===== src/scu_defs.svh =====
`ifndef SCU_DEFS_SVH
`define SCU_DEFS_SVH

// ****************************************
// Constants
// ****************************************
`define SCU_NCH 4
`define SCU_PER_U0_BIT 2
`define SCU_PER_U1_BIT 3
`define SCU_PER_RST 8'h00
`define SCU_UNIT1_CH 4'h8
`define SCU_LVL_RST 4'hF
`define SCU_PSC_MAX 4'hB
`define SCU_PSC_RST 4'h0
`define SCU_DIV_MIN 7'h01
`define SCU_DIV_RST 7'h01
`define SCU_LEN8 4'h8
`define SCU_LEN7 4'h7
`endif


===== src/scu_pkg.sv =====
package scu_pkg;
    typedef enum logic [2:0] {
        SCU_MTX,
        SCU_MRX,
        SCU_MTRX,
        SCU_STX,
        SCU_SRX,
        SCU_STRX
    } scu_mode_t;
    typedef enum logic {
        SCU_IDLE,
        SCU_SHIFT
    } scu_st_t;
endpackage


===== src/scu_chan.sv =====
`include "scu_defs.svh"
module scu_chan (
    input wire logic clk_i,
    input wire logic srst_i,
    input wire logic run_i,
    input wire logic tick_i,
    input wire scu_pkg::scu_mode_t mode_i,
    input wire logic len7_i,
    input wire logic lsb_i,
    input wire logic inv_i,
    input wire logic dap_i,
    input wire logic ckp_i,
    input wire logic cont_i,
    input wire logic [6:0] div_i,
    input wire logic wr_i,
    input wire logic [7:0] wdata_i,
    input wire logic rx_rd_i,
    input wire logic si_i,
    output logic sck_o,
    output logic so_o,
    output logic bff_o,
    output logic tsf_o,
    output logic irq_o,
    output logic [7:0] rx_o,
    output logic ovf_o
);
    import scu_pkg::*;

    scu_st_t st_q;
    logic [4:0] h_q;
    logic [6:0] dcnt_q;
    logic [7:0] sh_q;
    logic [7:0] buf_q;
    logic [7:0] rxs_q;
    logic rxf_q;
    logic [3:0] nbits;
    logic [4:0] last;
    logic [6:0] div_eff;
    logic half_end;
    logic master;
    logic rxmode;
    logic [2:0] idx;
    logic [2:0] sidx;
    logic [4:0] h_nx;
    logic base_low;

    assign nbits = len7_i ? `SCU_LEN7 : `SCU_LEN8;
    assign last = dap_i ? {nbits, 1'b0} : 5'({nbits, 1'b0} - 5'h01);
    assign div_eff = (div_i < `SCU_DIV_MIN) ? `SCU_DIV_MIN : div_i;
    assign half_end = tick_i && (dcnt_q == div_eff);
    assign master = (mode_i == SCU_MTX) || (mode_i == SCU_MRX) || (mode_i == SCU_MTRX);
    assign rxmode = (mode_i != SCU_MTX) && (mode_i != SCU_STX);
    assign idx = lsb_i ? h_q[3:1] : 3'(nbits - 4'h1 - {1'b0, h_q[3:1]});
    assign h_nx = 5'(h_q + 5'h01);
    assign sidx = lsb_i ? h_nx[3:1] : 3'(nbits - 4'h1 - {1'b0, h_nx[3:1]});
    assign base_low = dap_i ? h_q[0] : ~h_q[0];

    // ****************************************
    // Transfer sequencing
    // ****************************************
    // Slave modes never start here: their clock would come from the far end.
    always_ff @(posedge clk_i)
    begin
        irq_o <= 1'b0;
        if (srst_i || !run_i)
        begin
            st_q <= SCU_IDLE;
            h_q <= 5'h00;
            dcnt_q <= 7'h00;
            sh_q <= 8'h00;
        end
        else if (st_q == SCU_IDLE)
        begin
            dcnt_q <= 7'h00;
            if (bff_o && master)
            begin
                st_q <= SCU_SHIFT;
                sh_q <= buf_q;
                h_q <= 5'h00;
                irq_o <= cont_i;
            end
        end
        else if (tick_i)
        begin
            dcnt_q <= half_end ? 7'h00 : 7'(dcnt_q + 7'h01);
            if (half_end)
            begin
                if (h_q == last)
                begin
                    h_q <= 5'h00;
                    if (cont_i && bff_o)
                    begin
                        sh_q <= buf_q;
                        irq_o <= 1'b1;
                    end
                    else
                    begin
                        st_q <= SCU_IDLE;
                        irq_o <= !cont_i;
                    end
                end
                else
                begin
                    h_q <= h_nx;
                end
            end
        end
    end

    // ****************************************
    // Transmit buffer
    // ****************************************
    always_ff @(posedge clk_i)
    begin
        if (srst_i || !run_i)
        begin
            bff_o <= 1'b0;
            buf_q <= 8'h00;
        end
        else if (wr_i)
        begin
            bff_o <= 1'b1;
            buf_q <= wdata_i;
        end
        else if ((st_q == SCU_IDLE && master) || (half_end && h_q == last && cont_i))
        begin
            bff_o <= 1'b0;
        end
    end

    // ****************************************
    // Pin drive and receive
    // ****************************************
    always_ff @(posedge clk_i)
    begin
        if (srst_i)
        begin
            sck_o <= 1'b1;
            so_o <= 1'b1;
            tsf_o <= 1'b0;
        end
        else
        begin
            tsf_o <= (st_q == SCU_SHIFT);
            if (st_q == SCU_SHIFT)
            begin
                sck_o <= ckp_i ? base_low : ~base_low;
                so_o <= sh_q[idx] ^ inv_i;
            end
            else
            begin
                sck_o <= ~ckp_i;
            end
        end
    end

    always_ff @(posedge clk_i)
    begin
        if (srst_i || !run_i)
        begin
            rxs_q <= 8'h00;
            rx_o <= 8'h00;
            rxf_q <= 1'b0;
            ovf_o <= 1'b0;
        end
        else
        begin
            if (st_q == SCU_SHIFT && half_end && h_q != last && h_nx[0])
            begin
                rxs_q[sidx] <= si_i ^ inv_i;
            end
            if (st_q == SCU_SHIFT && half_end && h_q == last && rxmode)
            begin
                rx_o <= rxs_q;
                rxf_q <= 1'b1;
                ovf_o <= ovf_o | rxf_q;
            end
            else if (rx_rd_i)
            begin
                rxf_q <= 1'b0;
            end
        end
    end
endmodule


===== src/scu_top.sv =====
`include "scu_defs.svh"
module scu_top (
    input wire logic clk_i,
    input wire logic srst_i,
    input wire logic per_wr_i,
    input wire logic [7:0] per_wdata_i,
    input wire logic psc_wr_i,
    input wire logic psc_unit_i,
    input wire logic [3:0] psc_wdata_i,
    input wire logic cfg_wr_i,
    input wire logic [1:0] cfg_sel_i,
    input wire scu_pkg::scu_mode_t cfg_mode_i,
    input wire logic cfg_len7_i,
    input wire logic cfg_lsb_i,
    input wire logic cfg_inv_i,
    input wire logic cfg_dap_i,
    input wire logic cfg_ckp_i,
    input wire logic cfg_cont_i,
    input wire logic [6:0] cfg_div_i,
    input wire logic start_wr_i,
    input wire logic [3:0] start_wdata_i,
    input wire logic halt_wr_i,
    input wire logic [3:0] halt_wdata_i,
    input wire logic oe_wr_i,
    input wire logic [3:0] oe_wdata_i,
    input wire logic lvl_wr_i,
    input wire logic [3:0] lvl_ck_wdata_i,
    input wire logic [3:0] lvl_do_wdata_i,
    input wire logic tx_wr_i,
    input wire logic [1:0] tx_sel_i,
    input wire logic [7:0] tx_data_i,
    input wire logic [3:0] rx_rd_i,
    input wire logic [3:0] si_i,
    output logic [7:0] module_clock_enable_reg_o,
    output logic [3:0] channel_enable_status_o,
    output logic [3:0] channel_halt_bit_o,
    output logic [3:0] output_enable_per_channel_o,
    output logic [3:0] clock_out_level_bit_o,
    output logic [3:0] data_out_level_bit_o,
    output logic [3:0] port_release_o,
    output logic [3:0] buffer_full_flag_o,
    output logic [3:0] busy_o,
    output logic [3:0] transfer_irq_o,
    output logic [3:0][7:0] rx_data_o,
    output logic [3:0] overrun_o
);
    import scu_pkg::*;
    localparam logic [3:0] UNIT1_MAP = `SCU_UNIT1_CH;
    localparam logic [3:0] LVL_RST = `SCU_LVL_RST;

    // ****************************************
    // Unit clock gates and prescalers
    // ****************************************
    logic [7:0] per_q;
    logic [1:0] unit_clock_gate;
    logic [3:0] ch_gate;
    logic [3:0] psc_q [2];
    logic [10:0] pcnt_q [2];
    logic [1:0] tick_q;

    always_ff @(posedge clk_i)
    begin
        if (srst_i)
        begin
            per_q <= `SCU_PER_RST;
        end
        else if (per_wr_i)
        begin
            per_q <= per_wdata_i;
        end
    end

    assign unit_clock_gate = {per_q[`SCU_PER_U1_BIT], per_q[`SCU_PER_U0_BIT]};
    assign module_clock_enable_reg_o = per_q;

    genvar u;
    generate
        for (u = 0; u < 2; u++)
        begin : g_unit
            logic [10:0] mask;
            assign mask = 11'((12'h001 << psc_q[u]) - 12'h001);
            always_ff @(posedge clk_i)
            begin
                if (srst_i || !unit_clock_gate[u])
                begin
                    psc_q[u] <= `SCU_PSC_RST;
                    pcnt_q[u] <= 11'h000;
                    tick_q[u] <= 1'b0;
                end
                else
                begin
                    if (psc_wr_i && psc_unit_i == 1'(u))
                    begin
                        // Values past the top divide are clamped, not wrapped.
                        psc_q[u] <= (psc_wdata_i > `SCU_PSC_MAX) ? `SCU_PSC_MAX : psc_wdata_i;
                    end
                    pcnt_q[u] <= 11'(pcnt_q[u] + 11'h001);
                    tick_q[u] <= ((pcnt_q[u] & mask) == mask);
                end
            end
        end
    endgenerate

    // ****************************************
    // Channel map
    // ****************************************
    // Channel 3 of this map is unit 1 channel 0; the other units' channels have
    // no three-wire function and are not built.
    genvar c;
    generate
        for (c = 0; c < `SCU_NCH; c++)
        begin : g_gate
            assign ch_gate[c] = UNIT1_MAP[c] ? unit_clock_gate[1] : unit_clock_gate[0];
        end
    endgenerate

    // ****************************************
    // Channel configuration
    // ****************************************
    scu_mode_t mode_q [`SCU_NCH];
    logic [3:0] len7_q;
    logic [3:0] lsb_q;
    logic [3:0] inv_q;
    logic [3:0] dap_q;
    logic [3:0] ckp_q;
    logic [3:0] cont_q;
    logic [6:0] div_q [`SCU_NCH];

    generate
        for (c = 0; c < `SCU_NCH; c++)
        begin : g_cfg
            always_ff @(posedge clk_i)
            begin
                if (srst_i || !ch_gate[c])
                begin
                    mode_q[c] <= SCU_MTX;
                    len7_q[c] <= 1'b0;
                    lsb_q[c] <= 1'b0;
                    inv_q[c] <= 1'b0;
                    dap_q[c] <= 1'b0;
                    ckp_q[c] <= 1'b0;
                    cont_q[c] <= 1'b0;
                    div_q[c] <= `SCU_DIV_RST;
                end
                else if (cfg_wr_i && cfg_sel_i == 2'(c))
                begin
                    mode_q[c] <= cfg_mode_i;
                    len7_q[c] <= cfg_len7_i;
                    lsb_q[c] <= cfg_lsb_i;
                    inv_q[c] <= cfg_inv_i;
                    dap_q[c] <= cfg_dap_i;
                    ckp_q[c] <= cfg_ckp_i;
                    cont_q[c] <= cfg_cont_i;
                    div_q[c] <= cfg_div_i;
                end
            end
        end
    endgenerate

    // ****************************************
    // Enable status and halt trigger
    // ****************************************
    logic [3:0] sts_q;
    logic [3:0] halt_q;

    generate
        for (c = 0; c < `SCU_NCH; c++)
        begin : g_sts
            always_ff @(posedge clk_i)
            begin
                if (srst_i || !ch_gate[c])
                begin
                    sts_q[c] <= 1'b0;
                    halt_q[c] <= 1'b0;
                end
                else
                begin
                    if (halt_q[c])
                    begin
                        sts_q[c] <= 1'b0;
                    end
                    else if (start_wr_i && start_wdata_i[c])
                    begin
                        sts_q[c] <= 1'b1;
                    end
                    if (halt_wr_i && halt_wdata_i[c])
                    begin
                        halt_q[c] <= 1'b1;
                    end
                    else if (!sts_q[c])
                    begin
                        halt_q[c] <= 1'b0;
                    end
                end
            end
        end
    endgenerate

    assign channel_enable_status_o = sts_q;
    assign channel_halt_bit_o = halt_q;

    // ****************************************
    // Output enable, pin levels and port release
    // ****************************************
    logic [3:0] oe_q;
    logic [3:0] ckl_q;
    logic [3:0] dol_q;
    logic [3:0] rel_q;
    logic [3:0] ch_sck;
    logic [3:0] ch_so;

    generate
        for (c = 0; c < `SCU_NCH; c++)
        begin : g_pin
            always_ff @(posedge clk_i)
            begin
                if (srst_i || !ch_gate[c])
                begin
                    oe_q[c] <= 1'b0;
                    ckl_q[c] <= LVL_RST[c];
                    dol_q[c] <= LVL_RST[c];
                    rel_q[c] <= 1'b1;
                end
                else
                begin
                    rel_q[c] <= !sts_q[c];
                    if (oe_wr_i)
                    begin
                        oe_q[c] <= oe_wdata_i[c];
                    end
                    if (sts_q[c])
                    begin
                        ckl_q[c] <= ch_sck[c];
                    end
                    else if (lvl_wr_i)
                    begin
                        ckl_q[c] <= lvl_ck_wdata_i[c];
                    end
                    if (sts_q[c] && oe_q[c])
                    begin
                        dol_q[c] <= ch_so[c];
                    end
                    else if (lvl_wr_i && !oe_q[c])
                    begin
                        dol_q[c] <= lvl_do_wdata_i[c];
                    end
                end
            end
        end
    endgenerate

    assign output_enable_per_channel_o = oe_q;
    assign clock_out_level_bit_o = ckl_q;
    assign data_out_level_bit_o = dol_q;
    assign port_release_o = rel_q;

    // ****************************************
    // Serial input synchronisers
    // ****************************************
    // Data in comes from off chip, so it passes two stages before any use.
    logic [3:0] si_s1_q;
    logic [3:0] si_s2_q;

    always_ff @(posedge clk_i)
    begin
        if (srst_i)
        begin
            si_s1_q <= 4'hF;
            si_s2_q <= 4'hF;
        end
        else
        begin
            si_s1_q <= si_i;
            si_s2_q <= si_s1_q;
        end
    end

    // ****************************************
    // Channel engines
    // ****************************************
    generate
        for (c = 0; c < `SCU_NCH; c++)
        begin : g_ch
            scu_chan u_chan (
                .clk_i(clk_i),
                .srst_i(srst_i || !ch_gate[c]),
                .run_i(sts_q[c]),
                .tick_i(UNIT1_MAP[c] ? tick_q[1] : tick_q[0]),
                .mode_i(mode_q[c]),
                .len7_i(len7_q[c]),
                .lsb_i(lsb_q[c]),
                .inv_i(inv_q[c]),
                .dap_i(dap_q[c]),
                .ckp_i(ckp_q[c]),
                .cont_i(cont_q[c]),
                .div_i(div_q[c]),
                .wr_i(tx_wr_i && tx_sel_i == 2'(c) && ch_gate[c]),
                .wdata_i(tx_data_i),
                .rx_rd_i(rx_rd_i[c]),
                .si_i(si_s2_q[c]),
                .sck_o(ch_sck[c]),
                .so_o(ch_so[c]),
                .bff_o(buffer_full_flag_o[c]),
                .tsf_o(busy_o[c]),
                .irq_o(transfer_irq_o[c]),
                .rx_o(rx_data_o[c]),
                .ovf_o(overrun_o[c])
            );
        end
    endgenerate
endmodule


===== config.mk =====
export PLATFORM = sky130hd
export DESIGN_NAME = scu_top
export DESIGN_NICKNAME = d
export VERILOG_FILES = /design/src/scu_pkg.sv /design/src/scu_chan.sv /design/src/scu_top.sv
export VERILOG_INCLUDE_DIRS = /design/src
export SDC_FILE = /design/constraint.sdc
export NUM_CORES = 1
export LEC_CHECK = 0
export ABC_AREA = 1
export BUFFER_PORTS_ARGS = -buffer_cell sky130_fd_sc_hd__buf_4
export CAP_MARGIN = 20
export CORE_MARGIN = 2
export CORE_UTILIZATION = 55
export DETAILED_ROUTE_END_ITERATION = 7
export GPL_TIMING_DRIVEN = 0
export PLACE_DENSITY_LB_ADDON = 0.25
export SLEW_MARGIN = 20
export SYNTH_ARGS = -nofsm -noshare
export SYNTH_HDL_FRONTEND = slang
export SYNTH_SLANG_ARGS = --single-unit

===== constraint.sdc =====
create_clock -name clk_i -period 5.3 [get_ports clk_i]
set_input_delay 1.06 -clock clk_i [delete_from_list [all_inputs] [get_ports clk_i]]
set_output_delay 1.06 -clock clk_i [all_outputs]
set_load 0.005 [all_outputs]

# After elaboration in Yosys (flattened, before gate mapping)
# Memory sizes are Yosys's and may differ from the RTL's.
# Cells that the tools add are included.
dict set report totals {
  ram_bits 70
  mem_count 4
  word_cells 640
  register_bits 274
}
dict set report op_classes {
  bitwise_logic 43
  n_mux 225
  shift 2
  reduce_logical 160
  addsub 28
  n_eq_ne 52
  n_lt_le_gt_ge 17
}
# memory words word_bits rd rd_clocked_by_memory_dff wr line_no
set mem_list {}
lappend mem_list {div_q 4 7 4 0 4 scu_top.sv:127} ;# logic [6:0] div_q [`SCU_NCH];
lappend mem_list {pcnt_q 2 11 2 0 2 scu_top.sv:58} ;# logic [10:0] pcnt_q [2];
lappend mem_list {mode_q 4 3 4 0 4 scu_top.sv:120} ;# scu_mode_t mode_q [`SCU_NCH];
lappend mem_list {psc_q 2 4 2 0 2 scu_top.sv:57} ;# logic [3:0] psc_q [2];
# operator n
set op_table {}
lappend op_table {{8-bit 2-to-1 mux} 24}
lappend op_table {{1-bit 2-to-1 mux} 132}
lappend op_table {{5-bit 2-to-1 mux} 24}
lappend op_table {{7-bit 2-to-1 mux} 12}
lappend op_table {{1-bit logical AND} 82}
lappend op_table {{2-bit nonzero test} 20}
lappend op_table {{3-bit 2-to-1 mux} 12}
lappend op_table {{8-bit bitwise mux} 4}
lappend op_table {{3-bit by 4-bit < comparator with 1-bit output (second input constant)} 8}
lappend op_table {{2-bit != test (second input constant)} 16}
lappend op_table {{7-bit by 1-bit adder with 7-bit output (second input constant)} 4}
lappend op_table {{7-bit equality test} 4}
lappend op_table {{7-bit by 1-bit < comparator with 1-bit output (second input constant)} 4}
lappend op_table {{4-bit 2-to-1 mux} 7}
lappend op_table {{3-bit subtractor} 8}
lappend op_table {{11-bit by 1-bit adder with 11-bit output (second input constant)} 2}
lappend op_table {{11-bit bitwise AND} 2}
lappend op_table {{11-bit equality test} 2}
lappend op_table {{11-bit 2-to-1 mux} 2}
lappend op_table {{1-bit by 4-bit << shifter with 11-bit output (first input constant)} 2}
lappend op_table {{11-bit by 1-bit subtractor with 11-bit output (second input constant)} 2}
lappend op_table {{5-bit by 1-bit adder with 5-bit output (second input constant)} 4}
lappend op_table {{5-bit equality test} 4}
lappend op_table {{5-bit != test} 4}
lappend op_table {{other kinds (23)} 142}

# Logic depth before layout (Yosys ltp)
# Gate-level depths: netlist of the first run.
dict set report logic_depth {
  ltp_word 9
  ltp_mapped 14
  depth_no_buf 13
}

# Hierarchy
# From an unflattened synthesis of the first run, not the netlist that was laid out.
dict set report unflattened {
  hier_cells 2367
  area_unflattened_um2 17063.9
}
# mod cells_each n_inst area_per_inst_um2
set modules_own_cells {}
lappend modules_own_cells {{scu_chan at g_ch[0].u_chan ...} 435 3 2901.5}
lappend modules_own_cells {scu_top 632 1 5530.3}
lappend modules_own_cells {{scu_chan at g_ch[3].u_chan} 430 1 2829.0}

# Least setup slack after synthesis of the first run
# Ideal clock, no wire load.
dict set report synth_path {
  path_type {input-to-reg}
  from {input port srst_i}
  to {memory psc_q[0][0], enable pin}
  path_buffers 3
  cell_stages 7
  arrival_time_ns 1.991
  t_required_ns 4.939
  setup_time_ns 0.361
  path_slack_ns 2.947
  path_cell_list {inv_2 -> nand2_1 -> buf_2 -> inv_1 -> buf_2 -> buf_2 -> o21ai_0}
}
# item line_no
set synth_lines {}
lappend synth_lines {{start, declared} scu_top.sv:4} ;# input wire logic srst_i,
lappend synth_lines {{end, declared} scu_top.sv:57}

==> out/metrics.yaml, run 1 <==
floorplanning:
  rows: 62
  dieArea_sq_um: 30400
  start_util: 0.557
  core_area_sq_um: 28600
  die_w_microns: 174
  die_h_microns: 174
  io_pins: 159
clock_network:
  clk_pin_slew_ps: 60
  cts-resized-gates: 0
  hold_buffers: 0
  clk_latency_ps: 520
  clockBufferDepth: 3
  cts_tree: "built"
  cts_sinks: 344
  htreeDepth: 2
  cts_root_buffer: "clkbuf_16"
  numCtsBuffers: 37
  cts_setup_buffers: 0
sta:
  rsz0062_at_grt: "no"
  slew_viol_final: 0
  setup_viol: 0
  clock_skew_ps: 11.0
  setup_slack_ps: 2600
  finalHoldViolations: 0
  max_clock_freq_ghz: 0.370
  fin_crit_sh: 0.510
  layout_min_cycle_time_ps: 2700
  max_slew.worst_pin.slew_ps: 782
  setup_tns_ps: 0
  max_slew_margin: 0.474
global_route:
  first_global_vias: 13598
  busiest_layer: "met2"
  grt_pass1_wl_microns: 65100
  overflow: 0
  grt_usage: 0.261
  grtUsageMet1: 0.341
  grt_max_degree: 16
  globalRouteMet3Util: 0.0359
  antenna_found_initial: 0
  use_met2: 0.440
power:
  power_density_nw_per_um2: 285
  p_leak_uw: 0.00768
  ir_worst_vdd_uv: 203
run_status:
  status: "complete, no violations"
finish:
  finish.instance_area_sq_um: 18700
  fillers: 2490
  stdcell_count: 2772
  final_util: 0.653
  multiInputGateArea_sq_um: 7130
  ff_latch_area_sq_um: 7370
  drive_above_1_share: 0.130
  nets: 2476
  insertedDiodeCount: 0
  synthToLayoutAreaGrowth_pct: 17.2
synth:
  syn_avg_cell_area_sq_um: 7.36
  yosysSeqAreaShare: 0.462
  synth_edf_count: 48
  ys_ff_latch: 344
  async_reset_ff_frac: 0
  synth_top_flop_cell: "dfxtp_1"
  yosysWarnings: 0
  synthCells: 2169
  syn-cell-area_sq_um: 16000
  synth_nets: 2280
  ys_types: 48
placed_design:
  dp.cells: 2710
  gp_congestion: 0.913
  hpwl_microns: 29700
  place_ws_ps: 2090
  port_buffers: 157
  placedInstanceArea_sq_um: 17600
worst_setup_path:
  startpoint_type: "input port"
  critical_path_buf_inv_count: 6
  r2r_cells: 9
  reg2reg_to: "g_ch[3].u_chan.rxs_q[7]"
  crit_chain: "buf_4 -> inv_2 -> nand2_1 -> buf_2 -> inv_1 -> buf_2 -> buf_2 -> o21ai_0"
  slowest_stage: "buf_2"
  cpPeakStageDelay_ps: 350
  cp_max_fo: 10
  worstPathArrival_ps: 2900
  cp-endpoint: "psc_q[0][1]"
  crit_required_ps: 5500
  endpoint_kind: "register"
  cp-startpoint: "srst_i"
  cp.depth: 8
  critPathKind: "input port to register"
  cp_top_family: "buffers and inverters"
  crit_top_cell: "buf_2"
  rr_startpoint: "g_ch[3].u_chan.h_q[1]"
  r2r_slack_ps: 2860
routing:
  drtAntennaViolNets: 0
  drtIter0Drc: 1060
  first_pass_iters: 6
  vias_per_cell: 5.25
  drc: 0
  vias: 14549
  drt-total-wl_microns: 40200
  wl_per_cell_microns: 14.5
hold_path:
  hp-class: "register to register"
run:
  maxCapViolCount: 0
==> worst min-delay path by stage <==
| stage | start | slack [ps] | endpoint | depth (start not counted) |
|---|---|---|---|---|
| floorplan | si_s1_q[0] | 390 | si_s2_q[0] | 1 |
| global placement | si_s1_q[3] | 390 | si_s2_q[3] | 1 |
| detailed placement | si_s1_q[1] | 400 | si_s2_q[1] | 1 |
| CTS | si_s1_q[1] | 410 | si_s2_q[1] | 1 |
| global route | si_s1_q[2] | 430 | si_s2_q[2] | 1 |
| finish | si_s1_q[2] | 410 | si_s2_q[2] | 1 |
==> sequential cells by signal, summed over array words and instances (netlist names), 20 cells and up <==
| signal | count |
|---|---|
| div_q | 28 |
| g_ch.u_chan.buf_q | 32 |
| g_ch.u_chan.dcnt_q | 28 |
| g_ch.u_chan.h_q | 20 |
| g_ch.u_chan.rx_o | 32 |
| g_ch.u_chan.rxs_q | 32 |
| g_ch.u_chan.sh_q | 32 |
| pcnt_q | 22 |
==> placed cells by master (no fill, tap or decap), drive strengths merged, types with 3 or more instances in the layout <==
cell    synthesis  routed
nor2          452     452
nand2         379     379
dfxtp         296     296
inv           279     279
buf            47     204
o21ai         158     158
nand3         129     129
a21oi         112     112
clkbuf         21      74
edfxtp         48      48
nor3           45      45
nand4          42      42
xor2           32      32
ha             32      32
o22ai          22      22
xnor2          18      18
or2            13      13
clkinv          5      12
a32o            8       8
nor4            6       6
o31ai           5       5
o211ai          5       5
a31oi           5       5
nand3b          3       3
==> through the flow <==
step           hold slack, ps  power (uW)
3_5_place_dp              396        3000
2_1_floorplan             389        2880
4_1_cts                   410        5350
3_3_place_gp              393        3000
6_report                  409        5330
5_1_grt                   425        5480
==> Yosys cell counts, drive strengths merged, types with 13 or more instances <==
master	count	area share
nor2	452	0.11
nand2	379	0.092
dfxtp	296	0.37
inv	279	0.066
o21ai	158	0.050
nand3	129	0.041
a21oi	112	0.036
edfxtp	48	0.090
buf	47	0.019
nor3	45	0.014
nand4	42	0.018
ha	32	0.025
xor2	32	0.018
o22ai	22	0.0086
clkbuf	21	0.0052
xnor2	18	0.0099
or2	13	0.0051
==> per-layer routing <==
layer	up-vias	part of all wire
met5	-	0
met4	0	0.032
met3	91	0.057
met2	388	0.47
met1	6699	0.44
li1	7371	-
==> power breakdown <==
group / total, uW / leakage, uW / switching, uW / internal (uW)
Sequential: 2690 / 0.00294 / 21.4 / 2670
Combinational: 258 / 0.00422 / 158 / 99.5
Clock: 2380 / 0.000524 / 1010 / 1360
Total: 5330 / 0.00768 / 1190 / 4130
==> cell families after synthesis <==
family	Yosys count	synth area share
AND/OR/NAND/NOR	1070	0.285
buffers and inverters	352	0.0914
flip-flops	344	0.462
AO/OA/AOI/OAI	321	0.109
XOR/XNOR	50	0.0274
adder cells (fa/ha/maj)	32	0.0251
==> cell type report <==
type | instances | share of cell area
Sequential cell | 344 | 0.394
Tap cell | 384 | 0.0257
Inverter | 284 | 0.0571
Clock buffer | 53 | 0.0538
Multi-Input combinational cell | 1473 | 0.381
Buffer | 68 | 0.0209
Clock inverter | 9 | 0.00395
Timing Repair Buffer | 157 | 0.0630
No activity file was read; power rests on OpenSTA's default activity.
==> run 2: changes to the inputs <==
ABC_AREA = 0   (was 1)
CORE_UTILIZATION = 54   (was 55)
clock period = 2.3 ns   (was 5.3 ns; I/O delays follow)
==> run 2 against run 1 <==
  * Synthesized cell count down 18%
  * Clock skew is 14 ps higher
  * The run now ends with negative setup slack left
  * Combinational power increased by 130%
  * Largest cell class is now multi-input gates
  * Critical path depth stayed put
  * Critical endpoint is now g_ch[2].u_chan.so_o
  * Core utilization grew 1.0 points
  * Largest power group unchanged
==> out/metrics.yaml, run 2 <==
clock_network:
  cts_sinks: 344
  htreeDepth: 2
  numCtsBuffers: 37
  cts_tree: "built"
  cts_root_buffer: "clkbuf_16"
  clk_pin_slew_ps: 70
  clockBufferDepth: 3
  clk_latency_ps: 540
synth:
  synth_top_flop_cell: "dfxtp_1"
  synth_common_cells: "296 x dfxtp_1, 228 x nand2_1, 175 x nor2_1"
  ys_types: 75
  synth_top_area_share: 0.370
  synthCells: 1781
  ys_ff_latch: 344
  synth_area_leaders: "dfxtp_1 37%, edfxtp_1 9.0%, mux2i_1 6.9%"
  synth_nets: 1892
  yosysSeqAreaShare: 0.460
  yosysWarnings: 0
  syn_avg_cell_area_sq_um: 8.99
  synth_largest_area_cell: "dfxtp_1"
  synth.most_common_cell: "dfxtp_1"
  async_reset_ff_frac: 0
  syn-cell-area_sq_um: 16000
  synth_edf_count: 48
sta:
  hold_ws_ps: 111
  finalHoldViolations: 0
  max_slew_margin: 0.346
  slew_viol_final: 0
  max_slew.worst_pin.slew_ps: 975
  setup_slack_ps: -35.6
  layout_min_cycle_time_ps: 2340
  rsz0062_at_grt: "yes"
  fin_crit_sh: 1.02
  setup_viol: 1
  clock_skew_ps: 24.9
  setup_tns_ps: -35.6
  max_clock_freq_ghz: 0.428
floorplanning:
  start_util: 0.544
  die_h_microns: 176
  dieArea_sq_um: 31000
  io_pins: 159
  die_w_microns: 176
  core_area_sq_um: 29400
  rows: 63
worst_setup_path:
  critical_path_buf_inv_count: 0
  cp.depth: 8
  startpoint_type: "register"
  endpoint_kind: "register"
  critPathKind: "register to register"
  worstPathArrival_ps: 2750
  slowest_stage: "or4_1"
  crit_required_ps: 2720
  cp_top_family: "simple AND/OR/NAND/NOR gates"
  cpPeakStageDelay_ps: 480
  crit_chain: "ha_4 -> ha_4 -> or3_4 -> and3_4 -> a2111oi_2 -> a31oi_1 -> and4b_1 -> or4_1"
  cp_max_fo: 4
  r2r_cells: 8
  crit_top_cell: "ha_4"
finish:
  layout_common_cells: "287 x dfxtp_1, 228 x nand2_1, 205 x buf_4"
  multiInputGateArea_sq_um: 8430
  ff_latch_area_sq_um: 7380
  final_common_cell: "dfxtp_1"
  nets: 2103
  fillers: 2383
  synthToLayoutAreaGrowth_pct: 21.8
  drive_above_1_share: 0.190
global_route:
  first_global_vias: 12903
  grt_max_degree: 14
  grt_pass1_wl_microns: 66600
  overflow: 0
  antenna_found_initial: 1
  grt_usage: 0.267
routing:
  drc: 0
  vias_per_cell: 5.65
  drtAntennaViolNets: 0
  wl_per_cell_microns: 17.7
  vias: 13633
  drt-total-wl_microns: 42800
  drtIter0Drc: 1110
  first_pass_iters: 6
hold_path:
  hp-class: "input port to register"
  whs_path_depth: 2
run_status:
  violations: "negative setup slack"
  status: "complete, but fails checks"
placed_design:
  port_buffers: 155
  hpwl_microns: 30000
  gp_congestion: 0.888
power:
  p_leak_uw: 0.00738
  power_density_nw_per_um2: 658
  ir_worst_vdd_uv: 454
run:
  maxCapViolCount: 0
run 2: cell type report:
type                       instances  share of cell area
sequential                       344               0.379
clock buffer                      56              0.0569
inverter                          29             0.00558
tap                              390              0.0250
multi-input combinational       1306               0.432
clock inverter                    12             0.00680
timing repair buffer             184              0.0709
buffer                            90              0.0237
antenna                            1            0.000128
run 2: worst register-to-register path: cells and delay by family (launching register included):
kind | cells | cell delay [ps]
AOI/OAI and AO/OA | 2 | 300
DFF | 1 | 370
and+or+nand+nor | 4 | 1230
adders and majority gates | 2 | 320
run 2: kinds of logic (layout without fill, tap and decap cells):
kind of cell	Yosys count	after routing	synth area share
multiplexers	124	124	0.0785
adder cells (fa/ha/maj)	32	32	0.0250
AO/OA/AOI/OAI	300	300	0.115
other	0	1	0
AND/OR/NAND/NOR	758	758	0.235
flip-flops	344	344	0.460
buffers and inverters	131	371	0.0360
XOR/XNOR	92	92	0.0503
run 2: per-layer routing:
layer  vias to the layer above  wire length [microns]  part of all wire  global-route usage
li1                       6602                      -                 -                   -
met1                      6463                  18800              0.44               0.354
met2                       469                  19900              0.47               0.447
met3                        99                   2500             0.058              0.0342
met4                         0                   1560             0.036               0.102
met5                         -                      0                 0                   0
run 2: worst paths after layout:
| check | startpoint | to | slack (ps) |
|---|---|---|---|
| min | si_i[1] | si_s1_q[1] | 110 |
| max | g_ch[2].u_chan.h_q[1] | g_ch[2].u_chan.so_o | -40 |
| max reg2reg | g_ch[2].u_chan.h_q[1] | g_ch[2].u_chan.so_o | -40 |
| min reg2reg | si_s1_q[0] | si_s2_q[0] | 410 |
run 2: timing repair:
action	4_1_cts	5_1_grt
setup buffers	9	18
hold buffers	0	0
pin swaps	7	14
endpoints found under the setup margin	186	119
cloned	0	2
resized for setup	40	75
run 2: report_power, final:
part | total, uW | internal [uW] | switching (uW)
clock network | 6030 | 3580 | 2450
logic | 599 | 266 | 333
registers | 6190 | 6140 | 55.8
run 2: stage by stage:
step | instances | utilization | setup slack, ps | power, uW | area [sq um]
after detailed placement | 2326 | 0.602 | -882 | 6870 | 17700
after CTS | 2399 | 0.651 | 1.17 | 12900 | 19100
after global placement | 2326 | 0.602 | -880 | 6860 | 17700
final | 2412 | 0.663 | -35.6 | 12800 | 19500
after floorplan | 1781 | - | 14.4 | 6580 | 16000
after global routing | 2411 | 0.663 | -101 | 13200 | 19500
==> run 3: changes to the inputs <==
==> constraint.sdc (replaced) <==
create_clock -name clk_i -period 2.3 [get_ports clk_i]
set_input_delay 0.575 -clock clk_i [delete_from_list [all_inputs] [get_ports clk_i]]
set_output_delay 0.575 -clock clk_i [all_outputs]
set_load 0.005 [all_outputs]
==> run 3 against run 2 <==
  * The run still ends with negative setup slack left
  * Non-clock buffer count unchanged
  * Register-to-register slack about the same
  * Maximum frequency about the same
  * Clock skew hardly changed
  * Global-route usage did not move
  * Combinational power barely moved
  * Routed wire length is essentially flat
  * Core utilization about the same
  * Critical path type unchanged
==> out/metrics.yaml, run 3 (synthesis gave the netlist of run 2 again) <==
clock_network:
  cts_tree: "built"
  hold_buffers: 0
  cts_root_buffer: "clkbuf_16"
  clockBufferDepth: 3
  clk_latency_ps: 540
  clk_pin_slew_ps: 60
  htreeDepth: 2
  cts_sinks: 344
  numCtsBuffers: 37
placed_design:
  port_buffers: 155
  gp_congestion: 0.888
  hpwl_microns: 30000
power:
  ir_worst_vdd_uv: 454
  power_density_nw_per_um2: 658
  p_leak_uw: 0.00738
  totalPowerFinal_uw: 12800
finish:
  layout_common_cells: "287 x dfxtp_1, 228 x nand2_1, 205 x buf_4"
  drive_above_1_share: 0.191
  nets: 2103
  synthToLayoutAreaGrowth_pct: 21.8
  fillers: 2383
  final_util: 0.663
  final_common_cell: "dfxtp_1"
routing:
  drtIter0Drc: 1110
  drc: 0
  vias_per_cell: 5.66
  drtAntennaViolNets: 0
  drt-total-wl_microns: 42800
  wl_per_cell_microns: 17.8
  first_pass_iters: 6
  vias: 13652
worst_setup_path:
  cp-startpoint: "g_ch[2].u_chan.h_q[1]"
  rr_startpoint: "g_ch[2].u_chan.h_q[1]"
  cp_max_fo: 4
  startpoint_type: "register"
  critPathKind: "register to register"
  endpoint_kind: "register"
  worstPathArrival_ps: 2750
  cp-endpoint: "g_ch[2].u_chan.so_o"
  crit_required_ps: 2720
  reg2reg_to: "g_ch[2].u_chan.so_o"
  r2r_cells: 8
  r2r_slack_ps: -40
floorplanning:
  die_w_microns: 176
  die_h_microns: 176
  core_area_sq_um: 29400
  dieArea_sq_um: 31000
  io_pins: 159
  rows: 63
  start_util: 0.544
global_route:
  first_global_vias: 12903
  grt_usage: 0.267
  grt_pass1_wl_microns: 66600
  grt_max_degree: 14
  overflow: 0
  antenna_found_initial: 1
sta:
  slew_viol_final: 0
  setup_viol: 1
  setup_slack_ps: -35.9
  max_slew_margin: 0.346
  rsz0062_at_grt: "yes"
  clock_skew_ps: 24.8
  hold_ws_ps: 226
  layout_min_cycle_time_ps: 2340
  max_slew.worst_pin.slew_ps: 975
  max_clock_freq_ghz: 0.428
  finalHoldViolations: 0
  fin_crit_sh: 1.02
run_status:
  status: "complete, but fails checks"
  violations: "negative setup slack"
run:
  maxCapViolCount: 0
hold_path:
  hp-class: "input port to register"
  whs_path_depth: 2
-- run 3: cell count changes in the layout (fill, tap and decap cells not counted) --
cell | before | now
clkbuf_1 | 46 | 45
clkbuf_2 | 19 | 20
-- run 3: final cells by class --
class / instances / area (sq um) / area share
multi-input combinational: 1306 / 8430 / 0.432
sequential: 344 / 7380 / 0.379
timing repair buffer: 184 / 1380 / 0.0709
clock buffer: 56 / 1110 / 0.0569
tap: 390 / 488 / 0.0250
buffer: 90 / 463 / 0.0237
clock inverter: 12 / 133 / 0.00680
inverter: 29 / 109 / 0.00558
antenna: 1 / 2.50 / 0.000128
-- run 3: worst min path at each step --
stage                 endpoint  startpoint
finish              si_s1_q[1]     si_i[1]
floorplan           si_s2_q[0]  si_s1_q[0]
detailed placement  si_s2_q[1]  si_s1_q[1]
CTS                 si_s1_q[1]     si_i[1]
global placement    si_s2_q[3]  si_s1_q[3]
global route        si_s1_q[1]     si_i[1]
-- run 3: routing by layer --
layer,GRT usage,share of wire,up-vias
li1,-,-,6606
met1,0.354,0.44,6458
met2,0.447,0.47,481
met3,0.0342,0.060,107
met4,0.102,0.037,0
met5,0,0,-
-- run 3: what timing repair did --
| item | 4_1_cts | 5_1_grt |
|---|---|---|
| buffers inserted | 9 | 18 |
| cloned | 0 | 2 |
| pin swaps | 7 | 14 |
| hold endpoints to repair | 0 | 0 |
| resized for setup | 40 | 77 |
| endpoints found under the setup margin | 217 | 132 |
-- run 3: report_power, final --
part | internal (uW) | total (uW) | leakage, uW | switching [uW]
registers | 6140 | 6190 | 0.00295 | 55.7
clock network | 3580 | 6040 | 0.000610 | 2460
logic | 266 | 599 | 0.00382 | 333
total | 9980 | 12800 | 0.00738 | 2850
-- run 3: worst max-delay path, cell delays in order (launching register included) --
cell and delay, ps:
dfxtp_4 370, ha_4 160, ha_4 150, or3_4 350, and3_4 190, a2111oi_2 200, a31oi_1 100, and4b_1 210
or4_1 480
-- run 3: through the flow --
stage / setup WS, ps / setup TNS (ps) / std cells / cell area [sq um]
3_5_place_dp: -997 / -164160 / 2326 / 17700
2_1_floorplan: 14.4 / 0 / 1781 / 16000
4_1_cts: 1.17 / 0 / 2399 / 19100
3_3_place_gp: -995 / -163160 / 2326 / 17700
5_1_grt: -101 / -263 / 2411 / 19500
6_report: -35.9 / -35.9 / 2412 / 19500
